### src/pkg/fpc_defs.svh
/*
 * Constants of the front-panel console block: register offsets, reset values,
 * response codes and bit positions of the synchronised pin vector.
 * Assumes inclusion by bare name from the package and the bench.
 */
`ifndef FPC_DEFS_SVH
`define FPC_DEFS_SVH

// register byte offsets
`define FPC_STATUS_OFS     8'h00
`define FPC_DISPLAY_OFS    8'h04
`define FPC_DISP_SEL_OFS   8'h08
`define FPC_PANEL_DATA_OFS 8'h0C
`define FPC_MEM_ADDR_OFS   8'h10
`define FPC_PROG_CNT_OFS   8'h14

// reset values
`define FPC_DISP_SEL_RST   2'h0
`define FPC_PANEL_DATA_RST 16'h0000
`define FPC_WORD_RST       16'h0000

// axi responses
`define FPC_RESP_OKAY      2'b00
`define FPC_RESP_SLVERR    2'b10

// bit positions in the synchronised pin vector
`define FPC_PIN_UNLOCK     0
`define FPC_PIN_FSW        1
`define FPC_PIN_START      2
`define FPC_PIN_HALT       3
`define FPC_PIN_RUN        4
`define FPC_PIN_SINGLE     5
`define FPC_PIN_CLK_ON     6
`define FPC_PIN_STEP       7
`define FPC_PIN_JUMPER     8
`define FPC_PIN_RESET      9
`define FPC_PIN_DISPLAY    10
`define FPC_PIN_SSET       11
`define FPC_PIN_SCLR       15
`define FPC_PIN_W          19

`endif

### src/pkg/fpc_pkg.sv
/*
 * Types of the front-panel console block: sequencer states and the packed
 * state record. Assumes fpc_defs.svh is on the include path.
 */
`include "fpc_defs.svh"

package fpc_pkg;

    // console subroutine, reset and instruction states
    typedef enum logic [3:0] {
        FPC_D0, FPC_D1, FPC_D2, FPC_D3, FPC_D4, FPC_D5, FPC_D6, FPC_D7,
        FPC_D8, FPC_D9, FPC_SHOW, FPC_E0, FPC_E2, FPC_EXEC
    } fpc_seq_t;

    typedef struct packed {
        logic [`FPC_PIN_W-1:0] sync1;
        logic [`FPC_PIN_W-1:0] sync2;
        logic fsw_active;
        logic start_prev;
        logic start_pulse;
        logic step_prev;
        logic step_pulse_n;
        logic run_flag;
        logic [3:0] sense_latch;
        logic [3:0] sense_reg;
        fpc_seq_t seq;
        logic [15:0] mem_addr;
        logic [15:0] prog_cnt;
        logic [15:0] status_word;
        logic [15:0] display_register;
        logic mem_req;
        logic [1:0] disp_sel;
        logic [15:0] panel_data;
        logic aw_got;
        logic w_got;
        logic [7:0] awaddr;
        logic [31:0] wdata;
        logic [3:0] wstrb;
        logic bvalid;
        logic [1:0] bresp;
        logic rvalid;
        logic [31:0] rdata;
        logic [1:0] rresp;
    } fpc_state_t;

endpackage

### src/logic/fpc_console.sv
/*
 * Front-panel console control: pin synchronisers, panel lock gate, function
 * and start pulses, clock gating and step pulse, sense-switch capture, the
 * console microsequencer with its registers, and an AXI4-Lite slave.
 * Assumes debounced switch levels on the pins and the clock-line consumers
 * honouring proc_clk_en; the memory controller keeps its own refresh.
 */
// The AXI4-Lite interface to the registers and the register offsets were chosen for this implementation.
`timescale 1ns/100ps

// Behaviour
// - lock switch level registered on system clock
// - locked panel suppresses function, start, step, reset, display and halt signals
// - locked running machine ignores halt position
// - function pulse flop drives shared return low
// - active function switch holds sequencer in D0
// - start gives one-clock pulse, sets run flag
// - jumper forces clock gate on, else switch
// - step position yields one one-clock low pulse
// - step pulse advances one state, drives clock line
// - four sense latches into 4-bit register
// - run and single positions pass through unfiltered
// - halted sequencer waits in D0 while switch active
// - idle loop cycles D1 through D9
// - D1 with run flag goes to E0
// - outside console only mode and clock matter
// - halt position clears run flag
// - reset in D1 zeroes registers via E2
// - single mode clears run at first execution
// - display loads on enable, continuously when off
// - display switch routes selected register to display
module fpc_console
    import fpc_pkg::*;
(
    input wire logic aclk,
    input wire logic aresetn,
    input wire logic lock_unlock_pin,
    input wire logic func_switch_pin,
    input wire logic start_switch_pin,
    input wire logic mode_halt_pin,
    input wire logic run_position_pin,
    input wire logic single_step_position_pin,
    input wire logic clock_switch_on_pin,
    input wire logic clock_switch_step_pin,
    input wire logic clock_jumper_pin,
    input wire logic reset_switch_pin,
    input wire logic display_switch_pin,
    input wire logic [3:0] sense_set_pin,
    input wire logic [3:0] sense_clear_pin,
    input wire logic [15:0] alu_data,
    input wire logic display_load_enable_n,
    output logic panel_unlocked_sync,
    output logic function_switch_active,
    output logic start_pulse,
    output logic run_flag,
    output logic clock_gate_on,
    output logic step_pulse_n,
    output logic proc_clk_en,
    output logic switch_return_o,
    output logic switch_return_oe,
    output logic run_position_signal,
    output logic single_step_position_signal,
    output logic [3:0] sense_bits,
    output logic [15:0] display_register,
    output logic mem_cycle_req,
    output logic [3:0] seq_state,
    input wire logic [7:0] s_axi_awaddr,
    input wire logic s_axi_awvalid,
    output logic s_axi_awready,
    input wire logic [31:0] s_axi_wdata,
    input wire logic [3:0] s_axi_wstrb,
    input wire logic s_axi_wvalid,
    output logic s_axi_wready,
    output logic [1:0] s_axi_bresp,
    output logic s_axi_bvalid,
    input wire logic s_axi_bready,
    input wire logic [7:0] s_axi_araddr,
    input wire logic s_axi_arvalid,
    output logic s_axi_arready,
    output logic [31:0] s_axi_rdata,
    output logic [1:0] s_axi_rresp,
    output logic s_axi_rvalid,
    input wire logic s_axi_rready
);

    fpc_state_t cur_ff;
    fpc_state_t nxt_cur;
    logic [`FPC_PIN_W-1:0] pins;
    logic unlocked;
    logic adv;
    logic fsw_g;
    logic reset_g;
    logic display_g;
    logic halt_g;
    logic single_mode;
    logic [15:0] alu_bus;
    logic [15:0] sel_word;
    logic aw_hs;
    logic w_hs;
    logic dr_load;
    logic [15:0] wr_lo;

    // raw pins gathered for the synchroniser
    assign pins = {sense_clear_pin, sense_set_pin, display_switch_pin, reset_switch_pin,
                   clock_jumper_pin, clock_switch_step_pin, clock_switch_on_pin,
                   single_step_position_pin, run_position_pin, mode_halt_pin,
                   start_switch_pin, func_switch_pin, lock_unlock_pin};

    // gated console controls, taken from the second synchroniser stage
    assign unlocked = cur_ff.sync2[`FPC_PIN_UNLOCK];
    assign fsw_g = cur_ff.sync2[`FPC_PIN_FSW] & unlocked;
    assign reset_g = cur_ff.sync2[`FPC_PIN_RESET] & unlocked;
    assign display_g = cur_ff.sync2[`FPC_PIN_DISPLAY] & unlocked;
    assign halt_g = cur_ff.sync2[`FPC_PIN_HALT] & unlocked;
    assign single_mode = cur_ff.sync2[`FPC_PIN_SINGLE];
    assign clock_gate_on = cur_ff.sync2[`FPC_PIN_JUMPER] | cur_ff.sync2[`FPC_PIN_CLK_ON];
    assign adv = clock_gate_on | ~cur_ff.step_pulse_n;

    // register picked by the display function
    always_comb begin
        unique case (cur_ff.disp_sel)
            2'h0: sel_word = cur_ff.mem_addr;
            2'h1: sel_word = cur_ff.prog_cnt;
            2'h2: sel_word = cur_ff.status_word;
            default: sel_word = cur_ff.panel_data;
        endcase
    end

    // internal alu bus: zero in reset state, selected register when showing
    always_comb begin
        if (cur_ff.seq == FPC_E2) begin
            alu_bus = `FPC_WORD_RST;
        end else if (cur_ff.seq == FPC_SHOW) begin
            alu_bus = sel_word;
        end else begin
            alu_bus = alu_data;
        end
    end

    // display load: enable strobe with clocks on, every cycle with clocks off
    assign dr_load = clock_gate_on ? (~display_load_enable_n | cur_ff.seq == FPC_SHOW) : 1'b1;

    assign aw_hs = s_axi_awvalid & s_axi_awready;
    assign w_hs = s_axi_wvalid & s_axi_wready;
    assign wr_lo = w_hs ? s_axi_wdata[15:0] : cur_ff.wdata[15:0];

    // next state of the whole block
    always_comb begin
        nxt_cur = cur_ff;
        nxt_cur.sync1 = pins;
        nxt_cur.sync2 = cur_ff.sync1;
        // function pulse flop and start pulse flop
        nxt_cur.fsw_active = fsw_g;
        nxt_cur.start_prev = cur_ff.sync2[`FPC_PIN_START] & unlocked;
        nxt_cur.start_pulse = cur_ff.sync2[`FPC_PIN_START] & unlocked & ~cur_ff.start_prev;
        // step pulse only when the switch can act
        nxt_cur.step_prev = cur_ff.sync2[`FPC_PIN_STEP];
        nxt_cur.step_pulse_n = ~(cur_ff.sync2[`FPC_PIN_STEP] & ~cur_ff.step_prev
                                 & ~cur_ff.sync2[`FPC_PIN_JUMPER] & unlocked);
        // sense latches then the sense register
        nxt_cur.sense_latch = (cur_ff.sense_latch & ~cur_ff.sync2[`FPC_PIN_SCLR +: 4])
                              | cur_ff.sync2[`FPC_PIN_SSET +: 4];
        nxt_cur.sense_reg = cur_ff.sense_latch;
        if (dr_load) begin
            nxt_cur.display_register = alu_bus;
        end
        nxt_cur.mem_req = 1'b0;
        // run flag: halt clears unless locked, start wins over the clear
        if (halt_g) begin
            nxt_cur.run_flag = 1'b0;
        end
        if (adv) begin
            unique case (cur_ff.seq)
                FPC_D0: begin
                    // a held reset switch parks here too, so E2 runs once per press
                    if (!cur_ff.fsw_active && !reset_g) begin
                        nxt_cur.seq = FPC_D1;
                    end
                end
                FPC_D1: begin
                    if (cur_ff.run_flag) begin
                        nxt_cur.seq = FPC_E0;
                    end else if (reset_g) begin
                        nxt_cur.seq = FPC_E2;
                    end else begin
                        nxt_cur.seq = FPC_D2;
                    end
                end
                FPC_D2: begin
                    nxt_cur.seq = display_g ? FPC_SHOW : FPC_D3;
                end
                FPC_D3: nxt_cur.seq = FPC_D4;
                FPC_D4: nxt_cur.seq = FPC_D5;
                FPC_D5: nxt_cur.seq = FPC_D6;
                FPC_D6: nxt_cur.seq = FPC_D7;
                FPC_D7: nxt_cur.seq = FPC_D8;
                FPC_D8: nxt_cur.seq = FPC_D9;
                FPC_D9: nxt_cur.seq = cur_ff.fsw_active ? FPC_D0 : FPC_D1;
                FPC_SHOW: nxt_cur.seq = FPC_D0;
                FPC_E2: begin
                    nxt_cur.mem_addr = alu_bus;
                    nxt_cur.prog_cnt = alu_bus;
                    nxt_cur.status_word = alu_bus;
                    nxt_cur.display_register = alu_bus;
                    nxt_cur.seq = FPC_D0;
                end
                FPC_E0: begin
                    // instruction acquisition; only mode and clock reach here
                    nxt_cur.mem_addr = cur_ff.prog_cnt;
                    nxt_cur.prog_cnt = cur_ff.prog_cnt + 16'h0001;
                    nxt_cur.mem_req = 1'b1;
                    nxt_cur.seq = FPC_EXEC;
                    if (single_mode) begin
                        nxt_cur.run_flag = 1'b0;
                    end
                end
                FPC_EXEC: begin
                    nxt_cur.seq = cur_ff.run_flag ? FPC_E0 : FPC_D0;
                end
                default: nxt_cur.seq = FPC_D0;
            endcase
        end
        if (cur_ff.start_pulse) begin
            nxt_cur.run_flag = 1'b1;
        end
        // axi write channels taken in either order
        if (aw_hs) begin
            nxt_cur.aw_got = 1'b1;
            nxt_cur.awaddr = s_axi_awaddr;
        end
        if (w_hs) begin
            nxt_cur.w_got = 1'b1;
            nxt_cur.wdata = s_axi_wdata;
            nxt_cur.wstrb = s_axi_wstrb;
        end
        if ((cur_ff.aw_got | aw_hs) & (cur_ff.w_got | w_hs) & ~cur_ff.bvalid) begin
            nxt_cur.aw_got = 1'b0;
            nxt_cur.w_got = 1'b0;
            nxt_cur.bvalid = 1'b1;
            nxt_cur.bresp = `FPC_RESP_OKAY;
            unique case (aw_hs ? s_axi_awaddr : cur_ff.awaddr)
                `FPC_DISP_SEL_OFS: begin
                    if ((w_hs ? s_axi_wstrb[0] : cur_ff.wstrb[0])) begin
                        nxt_cur.disp_sel = wr_lo[1:0];
                    end
                end
                `FPC_PANEL_DATA_OFS: begin
                    if ((w_hs ? s_axi_wstrb[0] : cur_ff.wstrb[0])) begin
                        nxt_cur.panel_data[7:0] = wr_lo[7:0];
                    end
                    if ((w_hs ? s_axi_wstrb[1] : cur_ff.wstrb[1])) begin
                        nxt_cur.panel_data[15:8] = wr_lo[15:8];
                    end
                end
                `FPC_STATUS_OFS, `FPC_DISPLAY_OFS, `FPC_MEM_ADDR_OFS,
                `FPC_PROG_CNT_OFS: nxt_cur.bresp = `FPC_RESP_OKAY;
                default: nxt_cur.bresp = `FPC_RESP_SLVERR;
            endcase
        end
        if (cur_ff.bvalid & s_axi_bready) begin
            nxt_cur.bvalid = 1'b0;
        end
        // axi read, answered in the cycle after the address is taken
        if (cur_ff.rvalid & s_axi_rready) begin
            nxt_cur.rvalid = 1'b0;
        end
        if (s_axi_arvalid & ~cur_ff.rvalid) begin
            nxt_cur.rvalid = 1'b1;
            nxt_cur.rresp = `FPC_RESP_OKAY;
            nxt_cur.rdata = 32'h0000_0000;
            unique case (s_axi_araddr)
                `FPC_STATUS_OFS: nxt_cur.rdata = {16'h0000, cur_ff.sense_reg, cur_ff.seq,
                    3'h0, cur_ff.fsw_active, unlocked, clock_gate_on, 1'b0, cur_ff.run_flag};
                `FPC_DISPLAY_OFS: nxt_cur.rdata = {16'h0000, cur_ff.display_register};
                `FPC_DISP_SEL_OFS: nxt_cur.rdata = {30'h0000_0000, cur_ff.disp_sel};
                `FPC_PANEL_DATA_OFS: nxt_cur.rdata = {16'h0000, cur_ff.panel_data};
                `FPC_MEM_ADDR_OFS: nxt_cur.rdata = {16'h0000, cur_ff.mem_addr};
                `FPC_PROG_CNT_OFS: nxt_cur.rdata = {16'h0000, cur_ff.prog_cnt};
                default: nxt_cur.rresp = `FPC_RESP_SLVERR;
            endcase
        end
    end

    // single register stage for all state
    always_ff @(posedge aclk) begin
        if (!aresetn) begin
            cur_ff <= '0;
            cur_ff.step_pulse_n <= 1'b1;
            cur_ff.seq <= FPC_D0;
            cur_ff.disp_sel <= `FPC_DISP_SEL_RST;
            cur_ff.panel_data <= `FPC_PANEL_DATA_RST;
        end else begin
            cur_ff <= nxt_cur;
        end
    end

    // outputs
    assign panel_unlocked_sync = unlocked;
    assign function_switch_active = cur_ff.fsw_active;
    assign start_pulse = cur_ff.start_pulse;
    assign run_flag = cur_ff.run_flag;
    assign step_pulse_n = cur_ff.step_pulse_n;
    assign proc_clk_en = adv;
    assign switch_return_o = 1'b0;
    assign switch_return_oe = cur_ff.fsw_active;
    assign run_position_signal = cur_ff.sync2[`FPC_PIN_RUN];
    assign single_step_position_signal = single_mode;
    assign sense_bits = cur_ff.sense_reg;
    assign display_register = cur_ff.display_register;
    assign mem_cycle_req = cur_ff.mem_req;
    assign seq_state = cur_ff.seq;
    assign s_axi_awready = ~cur_ff.aw_got & ~cur_ff.bvalid;
    assign s_axi_wready = ~cur_ff.w_got & ~cur_ff.bvalid;
    assign s_axi_bvalid = cur_ff.bvalid;
    assign s_axi_bresp = cur_ff.bresp;
    assign s_axi_arready = ~cur_ff.rvalid;
    assign s_axi_rvalid = cur_ff.rvalid;
    assign s_axi_rdata = cur_ff.rdata;
    assign s_axi_rresp = cur_ff.rresp;
endmodule

### config.mk
export PLATFORM = sky130hd
export DESIGN_NAME = fpc_console
export DESIGN_NICKNAME = d
export VERILOG_FILES = /design/src/pkg/fpc_pkg.sv /design/src/logic/fpc_console.sv
export VERILOG_INCLUDE_DIRS = /design/src /design/src/pkg
export SDC_FILE = /design/constraint.sdc
export NUM_CORES = 1
export LEC_CHECK = 0
export ABC_AREA = 1
export BUFFER_PORTS_ARGS = -buffer_cell sky130_fd_sc_hd__buf_2
export CAP_MARGIN = 20
export CORE_ASPECT_RATIO = 0.6
export CORE_MARGIN = 1.5
export CORE_UTILIZATION = 45
export DETAILED_ROUTE_END_ITERATION = 10
export GPL_ROUTABILITY_DRIVEN = 0
export PLACE_DENSITY = 0.67
export SLEW_MARGIN = 20
export SYNTH_ARGS = -nofsm -noshare
export SYNTH_HDL_FRONTEND = slang
export SYNTH_SLANG_ARGS = --single-unit
### constraint.sdc
create_clock -name aclk -period 3 [get_ports aclk]
set_input_delay 0 -clock aclk [delete_from_list [all_inputs] [get_ports aclk]]
set_output_delay 0 -clock aclk [all_outputs]
set_load 0.02 [all_outputs]
* After elaboration in Yosys (flattened, before gate mapping)
Cells that the tools add are included.
** Word-level totals
- Flip-flop bits (word level) :: 205
- Output and inout bits :: 77
- Word-level logic and storage cells :: 143
** Operators by class
- Add/subtract/negate cells :: 1
- Equality and inequality tests :: 26
- Muxes and demuxes :: 30
- Bitwise operators :: 37
- Reduce and logical (&&, ||, !) cells :: 20
** Operators with widths (count)
- $pmux 16 s6 :: 1
- $mux 16 :: 5
- $pmux 32 s2 :: 1
- $pmux 16 s3 :: 1
- $pmux 4 s12 :: 1
- $mux 35 :: 1
- $eq 8x4->1 const B :: 4
- $eq 8x5->1 const B :: 4
- $eq 4x4->1 const B :: 6
- $mux 4 :: 5
- $and 1x1->1 :: 18
- $mux 17 :: 1
- $add 16x1->16 const B :: 1
- $eq 4x3->1 const B :: 4
- $eq 8x3->1 const B :: 2
- $logic_not 8->1 :: 2
- $reduce_or 6->1 :: 2
- $mux 1 :: 11
- $not 1->1 :: 11
- $reduce_and 3->1 :: 3
- $eq 4x2->1 const B :: 2
- $mux 8 :: 1
- $reduce_and 2->1 :: 4
- $or 1x1->1 :: 5
- other kinds (14) :: 18

* Depth between registers and ports, before layout
Gate-level depths: netlist of the first run.
- Depth after elaboration :: 7
- Depth in mapped cells :: 12
- Mapped depth without buffers :: 11

* Worst setup path after synthesis of the first run
OpenSTA, ideal clock, no wires.
- Path kind :: register -> register
- Start point :: reg cur_ff (netlist bit s_axi_bvalid)
- End point :: reg cur_ff[101] (netlist name)
- Library setup time :: 0.113 ns
- Data arrival time :: 1.708 ns
- Required time :: 2.887 ns
- Path slack :: 1.179 ns
- Cell stages (with the launch flop) :: 12
- Buffers on the path :: 3
- Cells stage by stage :: dfxtp_1 -> nor2_4 -> nand2_4 -> buf_6 -> o21ai_2 -> nand2_1 -> nor2_4 -> buf_6 -> buf_6 -> nand4_1 -> nand2_1 -> nor2_1
** Between the ends
- Longest elaborated chain between the ends :: 7
** RTL lines
- start: declaration :: line fpc_console.sv:86 : fpc_state_t cur_ff;
- start signal: assignment :: line fpc_console.sv:293 : cur_ff <= nxt_cur;
- $not 1->1 (*) :: line fpc_console.sv:312 : assign s_axi_awready = ~cur_ff.aw_got & ~cur_ff.bvalid;
- $and 1x1->1 (*) :: line fpc_console.sv:312
- named net s_axi_awready :: line fpc_console.sv:69 : output logic s_axi_awready,
- $and 1x1->1 (*) :: line fpc_console.sv:143 : assign aw_hs = s_axi_awvalid & s_axi_awready;
- $or 1x1->1 :: line fpc_console.sv:236 : if ((cur_ff.aw_got | aw_hs) & (cur_ff.w_got | w_hs) & ~cur_ff.bvalid) begin
- $and 1x1->1 (2 in series) :: line fpc_console.sv:236
- $reduce_and 3->1 (no source line) (*)
The timed path passes the listed nets; every way through them passes the cells marked *.
A chain may end at the register's enable or synchronous reset.

* Worst setup path in the final report of the first run
- Start point :: reg cur_ff (netlist bit s_axi_bvalid)
- End point :: reg cur_ff[86] (netlist name)
** Between the ends
- Longest elaborated chain between the ends :: 7
** RTL lines (line)
- $not 1->1 (*) :: fpc_console.sv:236, fpc_console.sv:312, fpc_console.sv:313
- $and 1x1->1, on equally long branches :: fpc_console.sv:312, fpc_console.sv:313
- $and 1x1->1, on equally long branches :: fpc_console.sv:143, fpc_console.sv:144
- $or 1x1->1 :: fpc_console.sv:236
- $and 1x1->1 (2 in series) :: fpc_console.sv:236
- $reduce_and 3->1 (no source line)
Every way passes the cells marked *; elsewhere a longest branch is shown, timed or not.

==> results of run 1 <==
==> worst reg2reg max path, stage by stage (launching register included) <==
cell and delay [ps]:
sky130_fd_sc_hd__dfxtp_1 370, sky130_fd_sc_hd__nor2_4 280, sky130_fd_sc_hd__nand3b_1 100, sky130_fd_sc_hd__dlygate4sd3_1 560
sky130_fd_sc_hd__nand2_1 90, sky130_fd_sc_hd__nand2_1 100, sky130_fd_sc_hd__nor2_4 350, sky130_fd_sc_hd__nand3_2 290
sky130_fd_sc_hd__nand2_1 130, sky130_fd_sc_hd__inv_1 40, sky130_fd_sc_hd__nor2_1 90
==> per-layer routing <==
layer  vias to the layer above  track usage, %  part of all wire, %
met1                      3860            38.7                   49
li1                       4273               -                    -
met4                         0            7.10                  1.4
met2                       376            34.8                   40
met3                        35            4.58                  9.2
met5                         -               0                    0
==> cells in the final DEF (no fill, tap or decap), types with 2 or more instances in the layout <==
master                          count
sky130_fd_sc_hd__nand2_1          260
sky130_fd_sc_hd__dfxtp_1          187
sky130_fd_sc_hd__inv_1            181
sky130_fd_sc_hd__nor2_1           147
sky130_fd_sc_hd__buf_2            134
sky130_fd_sc_hd__nand3_1          115
sky130_fd_sc_hd__a21oi_1           95
sky130_fd_sc_hd__o21ai_0           82
sky130_fd_sc_hd__dlygate4sd3_1     68
sky130_fd_sc_hd__nand4_1           31
sky130_fd_sc_hd__conb_1            19
sky130_fd_sc_hd__clkbuf_16         17
sky130_fd_sc_hd__o22ai_1           15
sky130_fd_sc_hd__buf_4             14
sky130_fd_sc_hd__o21ai_1           10
sky130_fd_sc_hd__nor2_2             7
sky130_fd_sc_hd__nor3_1             7
sky130_fd_sc_hd__nand3b_1           6
sky130_fd_sc_hd__clkinv_4           6
sky130_fd_sc_hd__nor2_4             4
sky130_fd_sc_hd__a211oi_1           3
sky130_fd_sc_hd__xor2_1             3
sky130_fd_sc_hd__inv_8              3
sky130_fd_sc_hd__inv_6              3
sky130_fd_sc_hd__nand2_2            2
sky130_fd_sc_hd__nand3_2            2
sky130_fd_sc_hd__inv_2              2
==> per-stage QoR <==
step | power, W | cells | setup slack [ps] | utilization (%)
finish | 0.00549 | 1699 | 537 | 55.1
floorplan | 0.00317 | 1310 | 1180 | -
global placement | 0.00329 | 1600 | 847 | 48.6
global route | 0.00570 | 1699 | 295 | 55.1
CTS | 0.00550 | 1699 | 533 | 55.1
detailed placement | 0.00330 | 1600 | 806 | 48.6
==> layout make-up <==
type	count	area (µm²)	share of cell area, %
clock buffer	17	425	4.05
clock inverter	14	134	1.27
inverter	184	691	6.57
multi-input combinational	814	3710	35.3
sequential	187	3740	35.6
tap	266	333	3.17
timing repair buffer	217	1480	14.0
==> synthesized netlist by cell type, types with 2 or more instances <==
master	count
sky130_fd_sc_hd__xor2_1	3
sky130_fd_sc_hd__a21oi_1	95
sky130_fd_sc_hd__o21ai_1	10
sky130_fd_sc_hd__clkbuf_1	41
sky130_fd_sc_hd__o21ai_0	82
sky130_fd_sc_hd__inv_1	181
sky130_fd_sc_hd__nor2_1	150
sky130_fd_sc_hd__nor2_4	4
sky130_fd_sc_hd__inv_2	2
sky130_fd_sc_hd__a211oi_1	3
sky130_fd_sc_hd__nand2_2	2
sky130_fd_sc_hd__nand3_1	115
sky130_fd_sc_hd__nand4_1	31
sky130_fd_sc_hd__nand2_1	260
sky130_fd_sc_hd__nor2_2	4
sky130_fd_sc_hd__o22ai_1	15
sky130_fd_sc_hd__nor3_1	7
sky130_fd_sc_hd__buf_6	3
sky130_fd_sc_hd__buf_4	63
sky130_fd_sc_hd__nand3b_1	6
sky130_fd_sc_hd__dfxtp_1	187
sky130_fd_sc_hd__nand3_2	2
sky130_fd_sc_hd__buf_2	8
sky130_fd_sc_hd__buf_1	10
==> sequential cells by signal, summed over array words and instances (netlist names), 4 cells and up <==
signal and count:
seq_state 4, display_register 16, s_axi_rdata 16, sense_bits 4, cur_ff 135
==> logic make-up (layout without fill, tap and decap cells) <==
kind of cell             count (synthesis)  after routing
buffers and inverters                  309            432
XOR/XNOR                                 3              3
adder cells (fa/ha/maj)                  1              1
AND/OR/NAND/NOR                        582            582
other                                    1             19
flip-flops                             187            187
AO/OA/AOI/OAI                          209            209
==> power groups by stage <==
stage / clock (W) / sequential [W] / combinational, W
after floorplan: 0 / 0.00268 / 0.000485
after global placement: 0 / 0.00269 / 0.000600
after detailed placement: 0 / 0.00269 / 0.000607
after CTS: 0.00219 / 0.00264 / 0.000678
after global routing: 0.00229 / 0.00265 / 0.000765
final: 0.00217 / 0.00264 / 0.000686
==> repair_timing <==
item,in CTS,in global routing
gates resized for setup,0,0
hold buffers,68,0
endpoints found under the setup margin,0,0
endpoints found under the hold margin,76,0
==> how the worst min path moves through the flow <==
stage                             startpoint                        endpoint  slack [ps]  depth (start not counted)
final                          s_axi_awvalid           cur_ff[76]$_SDFF_PN0_          20                          4
after global placement      run_position_pin          cur_ff[208]$_SDFF_PN0_         180                          3
after floorplan              lock_unlock_pin          cur_ff[204]$_SDFF_PN0_         100                          2
after CTS                      s_axi_awvalid           cur_ff[76]$_SDFF_PN0_           9                          4
after detailed placement  sense_clear_pin[3]          cur_ff[222]$_SDFF_PN0_         180                          3
after global routing             alu_data[6]  display_register[6]$_SDFF_PN0_          50                          4
==> results.txt, run 1 <==
----------------------------------------------------
[Critical path]
  Crit path capture ... cur_ff[86]$_SDFFE_PN0P_
  Signal arrival time at the worst endpoint ... about 2800 ps
  Standard cell with the maximum stage delay on the critical path ... sky130_fd_sc_hd__dlygate4sd3_1
  Required time of the critical path ... between 3000 and 4000 ps
  Category of cells accounting for the largest share of critical-path delay ... simple AND/OR/NAND/NOR gates
  Origin of the worst setup path ... s_axi_bvalid$_SDFFE_PP0P_
  CP Depth ... 10
  Worst reg2reg endpoint ... cur_ff[86]$_SDFFE_PN0P_
  Critical register-to-register path startpoint ... s_axi_bvalid$_SDFFE_PP0P_
  Worst setup SP type ... register
  Critical path cell sequence ... nor2_4, nand3b_1, dlygate4sd3_1, nand2_1, nand2_1, nor2_4, nand3_2, nand2_1, inv_1, nor2_1
  Critical Path Sink Type ... register
  Number of cells on the worst reg-to-reg path ... 10
  Register-to-register setup slack ... ~540 ps
  Maximum fanout count along the critical path ... 15
  Peak per-stage delay on the critical path ... around 560 ps
  Worst setup path category ... register to register
  Top cell by count, worst path ... sky130_fd_sc_hd__nand2_1
  Worst Path Buf+Inv ... 2

[Clock tree]
  Total number of clock tree sinks ... about 190
  Longest Clk Path Bufs ... 2
  Number of buffers inserted to repair setup after CTS ... 0
  CTS clock-pin slew for the worst setup and hold paths ... 80 ps
  Number of CTS-inserted buffers ... 17
  Buffer cell driving the clock tree root ... sky130_fd_sc_hd__clkbuf_16
  H-tree depth ... 4
  Clock tree from TritonCTS ... yes
  Clock insertion delay at the later pin of the skew report ... around 440 ps

[Timing]
  Setup repair after global routing missed its margin ... no
  Hold violation total from the final report ... 0
  Number of setup violations in the final report ... 0
  Final hold slack ... 18.5 ps
  Max-slew headroom at the worst pin ... 48.3%
  Slew at the pin closest to its max-slew limit ... approximately 770 ps
  Fmax ... a little over 0.4 GHz
  Post-Route Setup TNS ... 0 ps
  Period utilization ... about 82%
  Final period demand of the worst path ... approximately 2500 ps
  Pins Over Slew Limit ... 0
  Fin Clk Skew ... roughly 9.6 ps

[Outcome]
  Outcome ... finished, final reports clean

[Global route]
  Largest net degree at the start of global routing ... a little under 70
  Number of global-route vias before repair ... between 7000 and 8000
  Number of antenna violations at the first check in global routing ... 0
  Global routing usage summed across all routing layers ... between 20% and 30%
  Global-route wire length before repair ... 40000 µm
  Remaining global-route overflow ... 0

[Synth]
  Main combinational cell family by area after synthesis ... simple AND/OR/NAND/NOR gates
  Leading area contributor after synthesis ... sky130_fd_sc_hd__dfxtp_1
  Leading cell types by total area after synthesis ... sky130_fd_sc_hd__dfxtp_1 (43%), sky130_fd_sc_hd__nand2_1 (11%), sky130_fd_sc_hd__inv_1 (7.7%)
  Ys flop type ... sky130_fd_sc_hd__dfxtp_1
  Sequential element share of the synthesized area ... a little over two fifths
  Post-synthesis cell area ... between 0.008 and 0.009 mm²
  XOR/XNOR Fraction of Synth Area ... 0.298%
  Number of enable-type register cells in the synthesized netlist ... 0
  Compound-Gate Fraction of Synth Area ... between 10% and 20%
  Multiplexer fraction of the synthesized cell area ... 0%
  Share of synthesized cell area in full adder, half adder and majority cells ... less than 1%
  Yosys warning count ... 0
  Post-Synthesis Cells ... about 1300
  Proportion of synthesized flip-flops having asynchronous set or reset ... 0%
  Seq cells post-synth ... about 190
  Unique masters post-synth ... 32
  Portion of synthesized cell area occupied by the leading cell type ... approximately 43%
  Area fraction in and, or, nand and nor cells after synthesis ... between 20% and 30%
  Post-Synthesis Mean Instance Area ... around 7 µm²

[Run]
  # Max-Cap Violations ... 0

[Power and ir drop]
  Switching Fraction ... between 20% and 30%
  Switching power summed over all nets ... ~0.0016 W
  P per Cell Area ... 522 mW/mm²
  Internal Dissipation ... 0.00392 W
  Share of power burned in the clock network ... about two fifths
  Power share of the combinational group ... 12.5%
  Reg power frac ... between 40 and 50%
  Worst vdd rail ir drop ... between 400 and 500 µV
  Reported leakage power ... around 5.0 nW

[Place]
  Number of port buffers ... between 100 and 150
  Detail Placement HPWL ... 17300 µm
  Placed cell area ... between 0.009 and 0.01 mm²

[Route]
  Routed wire length ... between 20000 and 30000 µm
  First-pass iteration count of the detailed router ... 6
  Vias ... around 8500
  Detail-routed via count per cell ... slightly above 5
  DRT antenna net count ... 0
  Final routed wire length divided by cell count ... approximately 15 µm
  Detailed-route DRC error count ... 0
  Initial detailed-routing violation count ... 1177

[Floorplanning]
  Count of boundary I/O pins ... about 170
  Die extent in y ... between 100 and 150 µm
  Area of the die ... between 0.02 and 0.025 mm²
  Core box area ... between 0.015 and 0.02 mm²
  Initial standard-cell utilization of the core ... between 40% and 50%
  Horizontal die dimension ... between 150 and 200 µm
  Core Rows ... 39

[Finish]
  Signed area change from the synthesized netlist to the final layout ... 19.4%
  Fill cell instance count of the final layout ... approximately 1900
  Antenna diode count ... 0
  Fin area ... ~0.011 mm²
  Final #Nets ... 1517
  Ratio of cells with drive above 1 in the final layout ... between 10% and 20%

[Hold path]
  Kind of path behind the tightest hold check ... input pin to register

----------------------------------------------------
Power figures use the tool's default switching activity.
==> inputs of run 2 (changes only) <==
- clock period: 3 -> 2.46 ns (I/O delays scaled with it)
==> results.txt, run 2 (synthesis results as in run 1) <==
----------------------------------------------------
[Critical path]
  Number of cells on the worst reg-to-reg path ... 8
  Maximum fanout count along the critical path ... 14
  Required time of the critical path ... 2790 ps
  Signal arrival time at the worst endpoint ... roughly 2600 ps
  Crit path capture ... display_register[6]$_SDFF_PN0_
  Top cell by count, worst path ... sky130_fd_sc_hd__nand2_1
  CP Depth ... 8
  Worst Path Buf+Inv ... 2
  Origin of the worst setup path ... cur_ff[100]$_SDFFE_PN0P_
  Worst reg2reg endpoint ... display_register[6]$_SDFF_PN0_
  Critical path cell sequence ... inv_1, nand2_1, o22ai_1, a21oi_1, nand2_1, nand2_1, a21oi_1, dlygate4sd3_1
  Category of cells accounting for the largest share of critical-path delay ... simple AND/OR/NAND/NOR gates
  Register-to-register setup slack ... roughly 160 ps
  Critical register-to-register path startpoint ... cur_ff[100]$_SDFFE_PN0P_
  Critical Path Sink Type ... register
  Worst setup path category ... register to register
  Standard cell with the maximum stage delay on the critical path ... sky130_fd_sc_hd__dlygate4sd3_1
  Peak per-stage delay on the critical path ... 550 ps
  Worst setup SP type ... register

[Place]
  Placed cell area ... roughly 0.0094 mm²
  Number of port buffers ... roughly 130
  Detail Placement HPWL ... between 15000 and 20000 µm

[Finish]
  Commonest non-fill, non-tap cell in the layout ... sky130_fd_sc_hd__nand2_1
  Flip-flop count of the largest register after layout ... approximately 140
  Most frequent cells in the layout ... sky130_fd_sc_hd__nand2_1 (260), sky130_fd_sc_hd__dfxtp_1 (186), sky130_fd_sc_hd__inv_1 (180)
  Final #Nets ... roughly 1500
  Top register by number of flip-flops ... cur_ff
  Antenna diode count ... 0
  Ratio of cells with drive above 1 in the final layout ... ~15%
  Fill cell instance count of the final layout ... ~1800
  Multi-input combinational cell area ... around 0.0037 mm²
  Signed area change from the synthesized netlist to the final layout ... 21.5%
  FF+latch area ... between 0.003 and 0.004 mm²
  Fin area ... approximately 0.011 mm²

[Timing]
  Number of setup violations in the final report ... 0
  Max-slew headroom at the worst pin ... around 50%
  Post-Route Setup TNS ... 0 ps
  Slew at the pin closest to its max-slew limit ... 743 ps
  Period utilization ... between 90% and 100%
  Fmax ... about 0.43 GHz
  Pins Over Slew Limit ... 0
  Final period demand of the worst path ... around 2300 ps
  Hold violation total from the final report ... 0
  Setup repair after global routing missed its margin ... no
  Fin Clk Skew ... approximately 7 ps

[Power and ir drop]
  Reported leakage power ... between 5 and 6 nW
  P per Cell Area ... roughly 650 mW/mm²
  Worst vdd rail ir drop ... roughly 470 µV

[Global route]
  Number of global-route vias before repair ... between 7000 and 8000
  Global-route wire length before repair ... 40000 µm
  Number of antenna violations at the first check in global routing ... 0
  Remaining global-route overflow ... 0
  Global routing usage summed across all routing layers ... roughly 25%
  Largest net degree at the start of global routing ... 61

[Clock tree]
  Total number of clock tree sinks ... approximately 190
  H-tree depth ... 4
  Number of CTS-inserted buffers ... 17
  CTS clock-pin slew for the worst setup and hold paths ... roughly 70 ps
  Clock insertion delay at the later pin of the skew report ... about 440 ps
  Clock tree from TritonCTS ... yes
  Buffer cell driving the clock tree root ... sky130_fd_sc_hd__clkbuf_16
  Longest Clk Path Bufs ... 2

[Route]
  Final routed wire length divided by cell count ... 14.9 µm
  Detail-routed via count per cell ... 5.03
  DRT antenna net count ... 0
  First-pass iteration count of the detailed router ... 7
  Routed wire length ... between 20000 and 30000 µm
  Detailed-route DRC error count ... 0
  Initial detailed-routing violation count ... 1056
  Vias ... between 8000 and 9000

[Floorplanning]
  Core Rows ... 39
  Horizontal die dimension ... 184 µm
  Core box area ... around 0.019 mm²
  Initial standard-cell utilization of the core ... 46.1%
  Count of boundary I/O pins ... 172
  Area of the die ... between 0.02 and 0.025 mm²
  Die extent in y ... approximately 110 µm

[Hold path]
  Kind of path behind the tightest hold check ... input pin to register

[Outcome]
  Outcome ... finished, final reports clean

[Run]
  # Max-Cap Violations ... 0

----------------------------------------------------
run 2: worst reg2reg max path, stage by stage, from the launching register on:
cell and delay, ps:
sky130_fd_sc_hd__dfxtp_1 420, sky130_fd_sc_hd__inv_1 80, sky130_fd_sc_hd__nand2_1 490, sky130_fd_sc_hd__o22ai_1 250
sky130_fd_sc_hd__a21oi_1 180, sky130_fd_sc_hd__nand2_1 90, sky130_fd_sc_hd__nand2_1 70, sky130_fd_sc_hd__a21oi_1 60
sky130_fd_sc_hd__dlygate4sd3_1 550
run 2: routing by layer:
metal  global-route usage [%]  vias up  wire length [µm]
li1                         -     4297                 -
met5                        0        -                 0
met3                     5.66       34              2840
met2                     34.9      400             10200
met4                     7.10        0               334
met1                     38.4     3884             12100
run 2: layout make-up:
type,count,area share (%)
Inverter,184,6.46
Sequential cell,187,35.0
Tap cell,266,3.11
Clock inverter,15,1.87
Clock buffer,17,3.98
Multi-Input combinational cell,814,34.7
Timing Repair Buffer,229,14.9
run 2: per-stage QoR:
stage               hold WS [ps]  instances  setup WS [ps]  util [%]  total power, W
floorplan                   97.6       1310            639         -         0.00386
detailed placement           183       1613            396      49.2         0.00404
global route                51.8       1712           21.1      56.1         0.00725
CTS                         7.77       1712           91.3      56.0         0.00700
finish                      14.8       1712            157      56.1         0.00698
global placement             179       1613            442      49.2         0.00402
run 2: how the worst min path moves through the flow:
stage / from / endpoint / depth (start not counted)
5_1_grt: s_axi_awvalid / cur_ff[83]$_SDFFE_PP0N_ / 3
4_1_cts: alu_data[15] / display_register[15]$_SDFF_PN0_ / 5
3_5_place_dp: sense_clear_pin[3] / cur_ff[222]$_SDFF_PN0_ / 3
3_3_place_gp: run_position_pin / cur_ff[208]$_SDFF_PN0_ / 3
6_report: alu_data[15] / display_register[15]$_SDFF_PN0_ / 5
2_1_floorplan: lock_unlock_pin / cur_ff[204]$_SDFF_PN0_ / 2
run 2: power breakdown:
part           internal, W  switching, W
Sequential         0.00315     0.0000612
Combinational     0.000309      0.000540
Clock              0.00156       0.00136
run 2: repair_timing:
item	CTS	global route
gates resized for setup	0	4
buffers inserted	0	0
hold endpoints to repair	67	0
setup endpoints to repair	0	1
hold buffers	67	0
==> inputs of run 3 (changes only) <==
- ABC_AREA: 1 -> not set
- PLACE_DENSITY: 0.67 -> 0.68
==> results.txt, run 3 <==
----------------------------------------------------
[Place]
  Number of port buffers ... ~130
  Detail Placement HPWL ... between 15000 and 20000 µm

[Synth]
  Post-Synthesis Cells ... 884
  Seq cells post-synth ... 187
  Leading area contributor after synthesis ... sky130_fd_sc_hd__dfxtp_1
  Number of enable-type register cells in the synthesized netlist ... 0
  Post-synthesis cell area ... between 0.008 and 0.009 mm²
  Compound-Gate Fraction of Synth Area ... between 10% and 20%
  Main combinational cell family by area after synthesis ... simple AND/OR/NAND/NOR gates
  XOR/XNOR Fraction of Synth Area ... 0%
  Leading cell types by total area after synthesis ... sky130_fd_sc_hd__dfxtp_1 (45%), sky130_fd_sc_hd__buf_4 (5.6%), sky130_fd_sc_hd__mux4_2 (4.9%)
  Sequential element share of the synthesized area ... between 40% and 50%
  Top-count cell post-synth ... sky130_fd_sc_hd__dfxtp_1
  Multiplexer fraction of the synthesized cell area ... between 10% and 20%
  Area fraction in and, or, nand and nor cells after synthesis ... a little under a fifth
  Proportion of synthesized flip-flops having asynchronous set or reset ... 0%
  Portion of synthesized cell area occupied by the leading cell type ... 45.1%
  Yosys warning count ... 0
  Post-Synthesis Mean Instance Area ... 9.40 µm²
  Share of synthesized cell area in full adder, half adder and majority cells ... less than 1%
  Unique masters post-synth ... 62
  Ys flop type ... sky130_fd_sc_hd__dfxtp_1
  Most frequent cells after synthesis ... sky130_fd_sc_hd__dfxtp_1 (187), sky130_fd_sc_hd__nor2_1 (70), sky130_fd_sc_hd__buf_4 (62), sky130_fd_sc_hd__nand2_1 (62), sky130_fd_sc_hd__and2_1 (50)

[Hold path]
  Kind of path behind the tightest hold check ... input pin to register

[Clock tree]
  Clock insertion delay at the later pin of the skew report ... 430 ps
  CTS clock-pin slew for the worst setup and hold paths ... 70 ps
  Buffer cell driving the clock tree root ... sky130_fd_sc_hd__clkbuf_16
  Post-cts repair resize count ... 0
  Clock tree from TritonCTS ... yes
  H-tree depth ... 4
  Number of CTS-inserted buffers ... 17
  Longest Clk Path Bufs ... 2
  Total number of clock tree sinks ... approximately 190

[Finish]
  Final #Nets ... about 1100
  Signed area change from the synthesized netlist to the final layout ... 21.8%
  Ratio of cells with drive above 1 in the final layout ... between 20% and 30%
  Most frequent cells in the layout ... sky130_fd_sc_hd__dfxtp_1 (187), sky130_fd_sc_hd__buf_2 (134), sky130_fd_sc_hd__nor2_1 (70)
  Flip-flop count of the largest register after layout ... 135
  Commonest non-fill, non-tap cell in the layout ... sky130_fd_sc_hd__dfxtp_1
  Antenna diode count ... 0
  Top register by number of flip-flops ... cur_ff
  Fill cell instance count of the final layout ... ~1600

[Critical path]
  Worst setup path category ... input pin to register
  Category of cells accounting for the largest share of critical-path delay ... buffers and inverters
  Top cell by count, worst path ... sky130_fd_sc_hd__dlygate4sd3_1
  Critical Path Sink Type ... register
  Maximum fanout count along the critical path ... 17
  Standard cell with the maximum stage delay on the critical path ... sky130_fd_sc_hd__dlygate4sd3_1
  Critical path cell sequence ... dlygate4sd3_1, buf_2, clkinv_1, buf_4, a211oi_1, dlygate4sd3_1
  Worst setup SP type ... input pin
  Peak per-stage delay on the critical path ... between 500 and 600 ps
  Worst Path Buf+Inv ... 5
  Required time of the critical path ... 2830 ps
  Signal arrival time at the worst endpoint ... roughly 2600 ps

[Route]
  Initial detailed-routing violation count ... a little under 800
  Routed wire length ... between 20000 and 25000 µm
  First-pass iteration count of the detailed router ... 5
  DRT antenna net count ... 0
  Detailed-route DRC error count ... 0
  Vias ... a little under 7000
  Final routed wire length divided by cell count ... between 15 and 20 µm
  Detail-routed via count per cell ... around 5.4

[Timing]
  Setup repair after global routing missed its margin ... no
  Post-Route Setup TNS ... 0 ps
  Pins Over Slew Limit ... 0
  Number of setup violations in the final report ... 0
  Fin Clk Skew ... around 12 ps
  Slew at the pin closest to its max-slew limit ... 684 ps
  Hold violation total from the final report ... 0
  Fmax ... 0.443 GHz
  Final period demand of the worst path ... 2260 ps
  Max-slew headroom at the worst pin ... a little over half
  Period utilization ... between 90% and 100%

[Floorplanning]
  Core Rows ... 38
  Count of boundary I/O pins ... between 150 and 200
  Horizontal die dimension ... roughly 180 µm
  Initial standard-cell utilization of the core ... 46.0%
  Core box area ... approximately 0.018 mm²
  Die extent in y ... 108 µm
  Area of the die ... between 0.015 and 0.02 mm²

[Power and ir drop]
  Worst vdd rail ir drop ... ~430 µV
  Reported leakage power ... between 4 and 5 nW
  P per Cell Area ... approximately 660 mW/mm²
  Overall power consumption ... about 0.0067 W

[Global route]
  Remaining global-route overflow ... 0
  Global-route wire length before repair ... 35000 µm
  Number of antenna violations at the first check in global routing ... 0
  Global routing usage summed across all routing layers ... about a quarter
  Number of global-route vias before repair ... a little over 6000
  Largest net degree at the start of global routing ... between 80 and 90

[Outcome]
  Outcome ... finished, final reports clean

[Run]
  # Max-Cap Violations ... 0

----------------------------------------------------
[run 3: cell count changes after synthesis, sizes merged, moves of 18 or more]
cell / before / now
and3: 0 / 20
a22oi: 0 / 25
nand2: 263 / 62
mux2i: 0 / 39
and2: 0 / 50
nor2: 158 / 70
mux4: 0 / 18
nand4: 31 / 3
o21ai: 93 / 38
nand3: 117 / 35
inv: 183 / 19
a21oi: 95 / 43
[run 3: worst min-delay path: stages]
cell and delay, ps:
sky130_fd_sc_hd__buf_2 90, sky130_fd_sc_hd__nor2_1 50, sky130_fd_sc_hd__nand3_1 80, sky130_fd_sc_hd__nand2_1 80, sky130_fd_sc_hd__a21oi_1 110
[run 3: worst paths after layout]
path,from,endpoint,slack [ps],cells past startpoint
min,s_axi_araddr[0],s_axi_rresp[1]$_SDFFE_PN0P_,20,5
max reg2reg,seq_state[3]$_SDFFE_PN0P_,cur_ff[146]$_SDFFE_PN0P_,410,6
max,aresetn,s_axi_rvalid$_SDFFE_PN0P_,200,6
min reg2reg,cur_ff[183]$_SDFF_PN0_,start_pulse$_SDFF_PN0_,380,1
[run 3: routing by layer]
layer  global-route usage [%]  vias up  share of wire [%]  wire, µm
li1                         -     3347                  -         -
met1                     37.0     3236                 49     11200
met2                     31.9      362                 38      8600
met3                     8.72       10                 13      2940
met4                     3.81        0               0.51       116
met5                        0        -                  0         0
[run 3: stage by stage]
step | area (µm²) | instances | util (%) | setup slack [ps] | hold slack [ps]
floorplan | 8370 | 902 | - | 622 | 99.0
global placement | 8870 | 1185 | 49.1 | 498 | 187
detailed placement | 8870 | 1185 | 49.1 | 463 | 196
CTS | 10100 | 1283 | 56.0 | 258 | 0.861
global route | 10100 | 1283 | 56.0 | 95.6 | 45.9
finish | 10100 | 1283 | 56.0 | 204 | 16.1
[run 3: cell families after synthesis]
logic type / count (synthesis)
buf+inv: 143
simple gates: 299
compound gates: 185
mux: 68
other cells: 1
fa+ha+maj: 1
flops: 187
[run 3: power by group]
group | internal, W | leakage (nW) | switching [W] | total, W
clock | 0.00145 | 0.274 | 0.00124 | 0.00269
sequential | 0.00314 | 1.53 | 0.0000721 | 0.00321
combinational | 0.000335 | 2.50 | 0.000421 | 0.000757
[run 3: repair_timing]
| action | 4_1_cts | 5_1_grt |
|---|---|---|
| buffers inserted | 0 | 0 |
| endpoints found under the hold margin | 71 | 0 |
| hold buffers | 67 | 0 |
[run 3: area by class of cell]
cell class | instances | area [µm²] | area share (%)
Inverter | 21 | 78.8 | 0.779
Multi-Input combinational cell | 572 | 3840 | 38.0
Timing Repair Buffer | 232 | 1570 | 15.6
Sequential cell | 187 | 3740 | 37.0
Clock inverter | 13 | 133 | 1.31
Clock buffer | 18 | 439 | 4.34
Tap cell | 240 | 300 | 2.97
